[src/hdl/usmsel_pkg.sv]
// package of constants for the ulpi serial mode select block
package usmsel_pkg;
  // bit positions inside the interface control byte
  localparam int unsigned USMSEL_BIT_SIX = 0;
  localparam int unsigned USMSEL_BIT_THREE = 1;
  localparam int unsigned USMSEL_BIT_RSVD = 2;
  localparam int unsigned USMSEL_BIT_CLKON = 3;
  localparam int unsigned USMSEL_FIELD_W = 4;
  // reset values of the select and keep-on bits
  localparam logic USMSEL_RST_SEL = 1'b0;
  localparam logic USMSEL_RST_CLKON = 1'b0;
  localparam logic USMSEL_RSVD_VAL = 1'b0;
  localparam logic USMSEL_RST_RUN = 1'b1; // interface clock runs out of reset
  // data path widths of the modes
  localparam int unsigned USMSEL_THREE_W = 3;
  localparam int unsigned USMSEL_SIX_W = 6;
  // link mode encoding
  typedef enum logic [1:0] {
    USMSEL_MODE_PAR = 2'b00,
    USMSEL_MODE_THREE = 2'b01,
    USMSEL_MODE_SIX = 2'b10
  } usmsel_mode_t;
endpackage

[src/hdl/usmsel_bit.sv]
// one self-clearing serial select bit
`timescale 1ns/100ps
`default_nettype none
module usmsel_bit (
  input wire logic clk_i,
  input wire logic rst_i,
  input wire logic wr_i,
  input wire logic wdata_i,
  input wire logic exit_i,
  output logic sel_o
);
  import usmsel_pkg::*;
  logic sel_reg;
  // write sets or clears; exit clears only when no write arrives
  always_ff @(posedge clk_i) begin
    if (rst_i) begin
      sel_reg <= USMSEL_RST_SEL;
    end else if (wr_i) begin
      sel_reg <= wdata_i;
    end else if (exit_i) begin
      sel_reg <= 1'b0;
    end
  end
  assign sel_o = sel_reg;
endmodule
`default_nettype wire

[src/hdl/usmsel_top.sv]
// serial mode select and serial clock control for the ulpi link
`timescale 1ns/100ps
`default_nettype none
// How it works
// - three-wire bit set, six-wire clear, selects 3-bit serial
// - select bits reset zero; zero means parallel
// - three-wire bit clears itself on exit
// - six-wire bit set selects 6-bit serial
// - six-wire bit clears itself on exit
// - keep-on bit resets zero; one keeps clock
// - keep-on only obeyed while suspend line high
// - keep-on only matters in serial modes
module usmsel_top (
  input wire logic clk_i,
  input wire logic rst_i,
  input wire logic ctrl_wr_i,
  input wire logic [usmsel_pkg::USMSEL_FIELD_W-1:0] ctrl_wdata_i,
  input wire logic serial_exit_i,
  input wire logic phy_active_low_suspend_i,
  output logic [usmsel_pkg::USMSEL_FIELD_W-1:0] ctrl_rdata_o,
  output logic three_wire_fsls_select_o,
  output logic six_wire_fsls_select_o,
  output usmsel_pkg::usmsel_mode_t link_mode_o,
  output logic [usmsel_pkg::USMSEL_SIX_W-1:0] serial_lane_en_o,
  output logic clock_run_o
);
  import usmsel_pkg::*;

  // the two select bits and the keep-on bit mirror the control byte that the
  // link controller writes; the mode, the lane enables and the clock enable
  // are registered once more so that the link pins never see a decode glitch
  // a serial exit clears both select bits at once, since only one serial mode
  // can be live at a time; a write in the same cycle as an exit wins, so the
  // controller never loses a write that it has just made
  // the reserved position is never stored, so it cannot read back as one

  logic three_sel; // three-wire select bit
  logic six_sel; // six-wire select bit
  logic clkon_reg; // serial clock keep-on bit
  usmsel_mode_t mode_next; // decoded link mode
  logic clk_next; // next interface clock enable
  logic [USMSEL_SIX_W-1:0] lane_next; // next serial lane enable

  // three-wire select bit, loaded by writes and dropped on a serial exit
  // three-wire auto clear
  usmsel_bit u_three (
    .clk_i(clk_i),
    .rst_i(rst_i),
    .wr_i(ctrl_wr_i),
    .wdata_i(ctrl_wdata_i[USMSEL_BIT_THREE]),
    .exit_i(serial_exit_i),
    .sel_o(three_sel)
  );

  // six-wire select bit, same clear rule as the three-wire bit
  // six-wire auto clear
  usmsel_bit u_six (
    .clk_i(clk_i),
    .rst_i(rst_i),
    .wr_i(ctrl_wr_i),
    .wdata_i(ctrl_wdata_i[USMSEL_BIT_SIX]),
    .exit_i(serial_exit_i),
    .sel_o(six_sel)
  );

  // keep-on bit: only a write changes it; a serial exit leaves it alone so
  // that the next serial session starts with the same clock policy
  // keep-on bit store
  always_ff @(posedge clk_i) begin
    if (rst_i) begin
      clkon_reg <= USMSEL_RST_CLKON;
    end else if (ctrl_wr_i) begin
      clkon_reg <= ctrl_wdata_i[USMSEL_BIT_CLKON];
    end
  end

  // mode decode from the select bits; a controller that sets both bits at
  // once gets the wider six-wire path rather than a mix of lane sets
  // mode decode; six-wire wins if both set
  always_comb begin
    if (six_sel) begin
      // six-wire serial: all six lanes carry the packet
      mode_next = USMSEL_MODE_SIX;
      lane_next = {USMSEL_SIX_W{1'b1}};
    end else if (three_sel) begin
      // three-wire serial: the low three lanes only
      mode_next = USMSEL_MODE_THREE;
      lane_next = USMSEL_SIX_W'({USMSEL_THREE_W{1'b1}});
    end else begin
      // parallel: no serial lane is driven
      mode_next = USMSEL_MODE_PAR;
      lane_next = '0;
    end
  end

  // the clock may only stop in a serial mode; the keep-on bit is obeyed
  // only while the suspend line is high, and with the line low the bit
  // is ignored and the serial clock stays off
  // clock run decision
  always_comb begin
    if (mode_next == USMSEL_MODE_PAR) begin
      // parallel: the interface clock always runs
      clk_next = 1'b1;
    end else if (phy_active_low_suspend_i) begin
      // serial and awake: the keep-on bit decides
      clk_next = clkon_reg;
    end else begin
      // serial while suspended: keep-on ignored, clock off
      clk_next = 1'b0;
    end
  end

  // out of reset the link is parallel with the clock running, so the
  // controller can reach the register set before choosing a serial mode;
  // the outputs lag the stored bits by one cycle
  // registered outputs
  always_ff @(posedge clk_i) begin
    if (rst_i) begin
      link_mode_o <= USMSEL_MODE_PAR;
      serial_lane_en_o <= '0;
      clock_run_o <= USMSEL_RST_RUN;
    end else begin
      link_mode_o <= mode_next;
      serial_lane_en_o <= lane_next;
      clock_run_o <= clk_next;
    end
  end

  // select bits are shown as stored, for the pins and for the read path
  assign three_wire_fsls_select_o = three_sel;
  assign six_wire_fsls_select_o = six_sel;

  // read path is a plain mux of stored bits with the reserved bit tied low
  // reserved reads zero
  always_comb begin
    ctrl_rdata_o = '0;
    ctrl_rdata_o[USMSEL_BIT_SIX] = six_sel;
    ctrl_rdata_o[USMSEL_BIT_THREE] = three_sel;
    ctrl_rdata_o[USMSEL_BIT_RSVD] = USMSEL_RSVD_VAL;
    ctrl_rdata_o[USMSEL_BIT_CLKON] = clkon_reg;
  end

  // checks on bits, mode, lanes and clock, next to the logic above
  // three-wire mode entry
  three_mode_a: assert property (@(posedge clk_i) disable iff (rst_i)
    (three_sel && !six_sel) |=> link_mode_o == USMSEL_MODE_THREE)
    else $error("three-wire mode not entered");

  par_mode_a: assert property (@(posedge clk_i) disable iff (rst_i)
    (!three_sel && !six_sel) |=> (link_mode_o == USMSEL_MODE_PAR && serial_lane_en_o == '0))
    else $error("parallel mode not kept");

  three_clear_a: assert property (@(posedge clk_i) disable iff (rst_i)
    (serial_exit_i && !ctrl_wr_i) |=> !three_sel)
    else $error("three-wire bit not cleared on exit");

  six_mode_a: assert property (@(posedge clk_i) disable iff (rst_i)
    six_sel |=> (link_mode_o == USMSEL_MODE_SIX && serial_lane_en_o == {USMSEL_SIX_W{1'b1}}))
    else $error("six-wire mode not entered");

  six_clear_a: assert property (@(posedge clk_i) disable iff (rst_i)
    (serial_exit_i && !ctrl_wr_i) |=> !six_sel)
    else $error("six-wire bit not cleared on exit");

  keep_store_a: assert property (@(posedge clk_i) disable iff (rst_i)
    ctrl_wr_i |=> clkon_reg == $past(ctrl_wdata_i[USMSEL_BIT_CLKON]))
    else $error("keep-on bit not stored");

  susp_gate_a: assert property (@(posedge clk_i) disable iff (rst_i)
    ((three_sel || six_sel) && !phy_active_low_suspend_i) |=> !clock_run_o)
    else $error("keep-on obeyed while suspended");

  par_clock_a: assert property (@(posedge clk_i) disable iff (rst_i)
    (!three_sel && !six_sel) |=> clock_run_o)
    else $error("clock stopped in parallel mode");

  rsvd_zero_a: assert property (@(posedge clk_i) disable iff (rst_i)
    ctrl_rdata_o[USMSEL_BIT_RSVD] == 1'b0)
    else $error("reserved bit not zero");

  three_write_a: assert property (@(posedge clk_i) disable iff (rst_i)
    ctrl_wr_i |=> three_sel == $past(ctrl_wdata_i[USMSEL_BIT_THREE]))
    else $error("three-wire bit not written");

  three_lanes_a: assert property (@(posedge clk_i) disable iff (rst_i)
    (three_sel && !six_sel) |=> serial_lane_en_o == USMSEL_SIX_W'({USMSEL_THREE_W{1'b1}}))
    else $error("three-wire lanes wrong");

  sel_reset_a: assert property (@(posedge clk_i)
    rst_i |=> (!three_sel && !six_sel && link_mode_o == USMSEL_MODE_PAR
      && serial_lane_en_o == '0))
    else $error("select bits not reset");

  six_write_a: assert property (@(posedge clk_i) disable iff (rst_i)
    ctrl_wr_i |=> six_sel == $past(ctrl_wdata_i[USMSEL_BIT_SIX]))
    else $error("six-wire bit not written");

  keep_reset_a: assert property (@(posedge clk_i)
    rst_i |=> (clkon_reg == USMSEL_RST_CLKON && clock_run_o == USMSEL_RST_RUN))
    else $error("keep-on bit not reset");

  keep_off_a: assert property (@(posedge clk_i) disable iff (rst_i)
    ((three_sel || six_sel) && !clkon_reg) |=> !clock_run_o)
    else $error("serial clock runs with keep-on clear");

  keep_follow_a: assert property (@(posedge clk_i) disable iff (rst_i)
    ((three_sel || six_sel) && phy_active_low_suspend_i) |=> clock_run_o == $past(clkon_reg))
    else $error("keep-on not obeyed while awake");
endmodule
`default_nettype wire

[config.mk]
export PLATFORM = sky130hd
export DESIGN_NAME = usmsel_top
export DESIGN_NICKNAME = d
export VERILOG_FILES = /design/src/hdl/usmsel_pkg.sv /design/src/hdl/usmsel_bit.sv /design/src/hdl/usmsel_top.sv
export SDC_FILE = /design/constraint.sdc
export NUM_CORES = 1
export LEC_CHECK = 0
export BUFFER_PORTS_ARGS = -buffer_cell sky130_fd_sc_hd__buf_2
export CAP_MARGIN = 10
export CORE_AREA = 8 8 45 47
export CTS_CLUSTER_DIAMETER = 100
export CTS_CLUSTER_SIZE = 10
export DETAILED_ROUTE_END_ITERATION = 8
export DIE_AREA = 0 0 53 55
export PLACE_DENSITY = 0.49
export SYNTH_ARGS = -nofsm -noshare
export SYNTH_HDL_FRONTEND = slang
export SYNTH_SLANG_ARGS = --single-unit
[constraint.sdc]
create_clock -name clk_i -period 1.08 [get_ports clk_i]
set_input_delay 0.054 -clock clk_i [delete_from_list [all_inputs] [get_ports clk_i]]
set_output_delay 0.054 -clock clk_i [all_outputs]
set_load 0.02 [all_outputs]
==> flow_metrics.tcl <==
set metrics [dict create \
    status "completed" \
    synthTopCellsByArea "dfxtp_1, buf_4, or3b_1" \
    fin_crit_sh_pct 87.05 \
    grtUsageTotal_pct 4.699 \
    grt_setup_unrepaired "no" \
    cts-resized-gates 0 \
    largest_register "serial_lane_en_o" \
    finClkSkew_ns 0.001619 \
    synth-seq-cells 7 \
    vias 235 \
    yosysTopAreaCellShare_pct 48.28 \
    worst-endpoint-arrival_ns 1.12 \
    synth_compound_area_share_pct 6.466 \
    cts.sinks 7 \
    initial_core_util_pct 20.98 \
    synth_edf_count 0 \
    ant_nets 0 \
    power.internal_mw 0.4444 \
    rr_startpoint "u_three.sel_o" \
    vdd_drop_max_uv 750.2 \
    cp-startpoint "u_three.sel_o" \
    largest_reg_flops 2 \
    vias_per_cell 3.790 \
    fin_area_um2 374.1 \
    cp.required_ns 1.26 \
    fin_setup_tns_ns 0 \
    syn_inst 30 \
    wirelength_um 659 \
    grt_pass1_vias 232 \
    p_leak_nw 0.2007 \
    clk_pin_slew_ns 0.05 \
    cap_viol_max_count 0 \
    hp-class "input pin to flip-flop" \
    pwr-share-clk_pct 38.4 \
    synth_nets 39 \
    power.share.switching_pct 25.50 \
    min_from "phy_active_low_suspend_i" \
    grt_max_degree 8 \
    yosysMostFrequentCell "buf_4" \
    numCtsBuffers 3 \
    grt_pass1_wl_um 972 \
    die_y_um 55 \
    place.gp.congestion 0.5970 \
    start_kind "flip-flop" \
    async_flop_share_pct 0 \
    rows 14 \
    p_sw_mw 0.1521 \
    insertedDiodeCount 0 \
    synthesis.area_um2 290.3 \
    synth-simple-area-share_pct 17.24 \
    avgSynthCellArea_um2 9.676 \
    yosysSeqAreaShare_pct 48.28 \
    final_nets 56 \
    cts_tree "yes" \
    syn_to_final_growth_pct 28.88 \
    io_buffer_count 21 \
    antenna_found_initial 0 \
    ff2ff_path_depth 2 \
    yosys_warnings 0 \
    drtPass1Iterations 4 \
    htree_num_levels 1 \
    critPathCaptureType "flip-flop" \
    maxSlewViolCount 0 \
    combPwrFrac_pct 14.8 \
    cp_max_fo 5 \
    crit_path_top_delay_cell "dfxtp_1" \
    synthAdderAreaFrac_pct 0 \
    setup_slack_ns 0.1398 \
    clockBufferDepth 2 \
    cts_setup_buffers 0 \
    yosys-top-cells-count "buf_4, dfxtp_1, nor2_1" \
    critPathKind "flip-flop to flip-flop" \
    min_period_ns 0.9402 \
    core_mm2 0.001384 \
    die_w_um 53 \
    synthFlopType "dfxtp_1" \
    cpPeakStageDelay_ns 0.37 \
    max_freq_mhz 1064 \
    synth-xor-area-share_pct 0 \
    stdcell_count 62 \
    place_inst 58 \
    wire_per_inst_um 10.63 \
    place_area_um2 347.8 \
    setup_viol 0 \
    whs_path_depth 2 \
    clkLatencyLatePin_ns 0.24 \
    dp_slack_ns 0.1326 \
    ys_types 11 \
    synth_top_family_by_area "buffers and inverters" \
    root_buffer "clkbuf_4" \
    synth_largest_area_cell "dfxtp_1" \
    cts_hold_buf 0 \
    dieArea_mm2 0.002915 \
    pin_count 24 \
    p_per_area_mw_per_mm2 1595 \
    route.detailed.drc 0 \
    seq_power_share_pct 46.7 \
    drtIter0Drc 4 \
    post-route-util_pct 27.03 \
    synthMuxAreaShare_pct 3.448 \
    gr-total-overflow 0 \
    worstPathCellList "or3b_1, a21oi_1" \
    drive_above_1_share_pct 52.17 \
    hold_viol 0 \
]
[kinds of logic after synthesis]
| logic type | count (synthesis) |
|---|---|
| AOI/OAI and AO/OA | 3 |
| buffers and inverters | 9 |
| DFF | 7 |
| muxes | 1 |
| other | 1 |
| and+or+nand+nor | 9 |
[area by class of cell]
| class | instances | area, um^2 |
|---|---|---|
| clock buffers | 4 | 26.28 |
| fillers | 158 | 1010 |
| multi-input cells | 14 | 82.58 |
| flip-flops and latches | 7 | 140.1 |
| well taps | 16 | 20.02 |
| repair buffers | 21 | 105.1 |
[critical path, delay by kind of cell, from the launching register on]
| kind | cells | cell delay (ns) |
|---|---|---|
| flip-flops | 1 | 0.37 |
| AND/OR/NAND/NOR | 1 | 0.36 |
| AO/OA/AOI/OAI | 1 | 0.14 |
[power by group through the flow]
stage / combinational [mW] / clock [mW] / sequential [mW]
2_1_floorplan: 0.0548 / 0 / 0.297
3_3_place_gp: 0.0891 / 0 / 0.285
3_5_place_dp: 0.0897 / 0 / 0.285
4_1_cts: 0.0899 / 0.241 / 0.279
5_1_grt: 0.0955 / 0.260 / 0.281
6_report: 0.0884 / 0.229 / 0.279
[cell usage in the layout (no fill, tap or decap)]
master and n:
nor2b_1 1, clkbuf_1 1, nand2_1 2, nor3b_1 1, nor2_1 3, clkbuf_4 3
or3b_1 2, mux2i_1 1, a21oi_1 2, dfxtp_1 7, buf_2 21, conb_1 1
a211o_1 1
[worst paths after layout]
| kind | end | slack, ns |
|---|---|---|
| hold reg to reg | clock_run_o | 0.49 |
| setup reg to reg | u_three.sel_o | 0.14 |
| setup / recovery | u_three.sel_o | 0.14 |
| hold / removal | clock_run_o | 0.02 |
[metal layers]
metal	GRT usage (%)	vias up	part of all wire, %
li1	-	119	-
met5	0	-	0
met3	5.080	0	13
met4	0	0	0
met2	6.445	18	38
met1	5.167	98	49
[per-stage QoR]
| step | hold WS [ns] | power [mW] |
|---|---|---|
| finish | 0.01956 | 0.5965 |
| global route | 0.02214 | 0.6369 |
| CTS | 0.01495 | 0.6099 |
| detailed placement | 0.2730 | 0.3744 |
| global placement | 0.2693 | 0.3737 |
| floorplan | 0.1231 | 0.3513 |
Note: power is estimated with default switching activity, not from simulation.
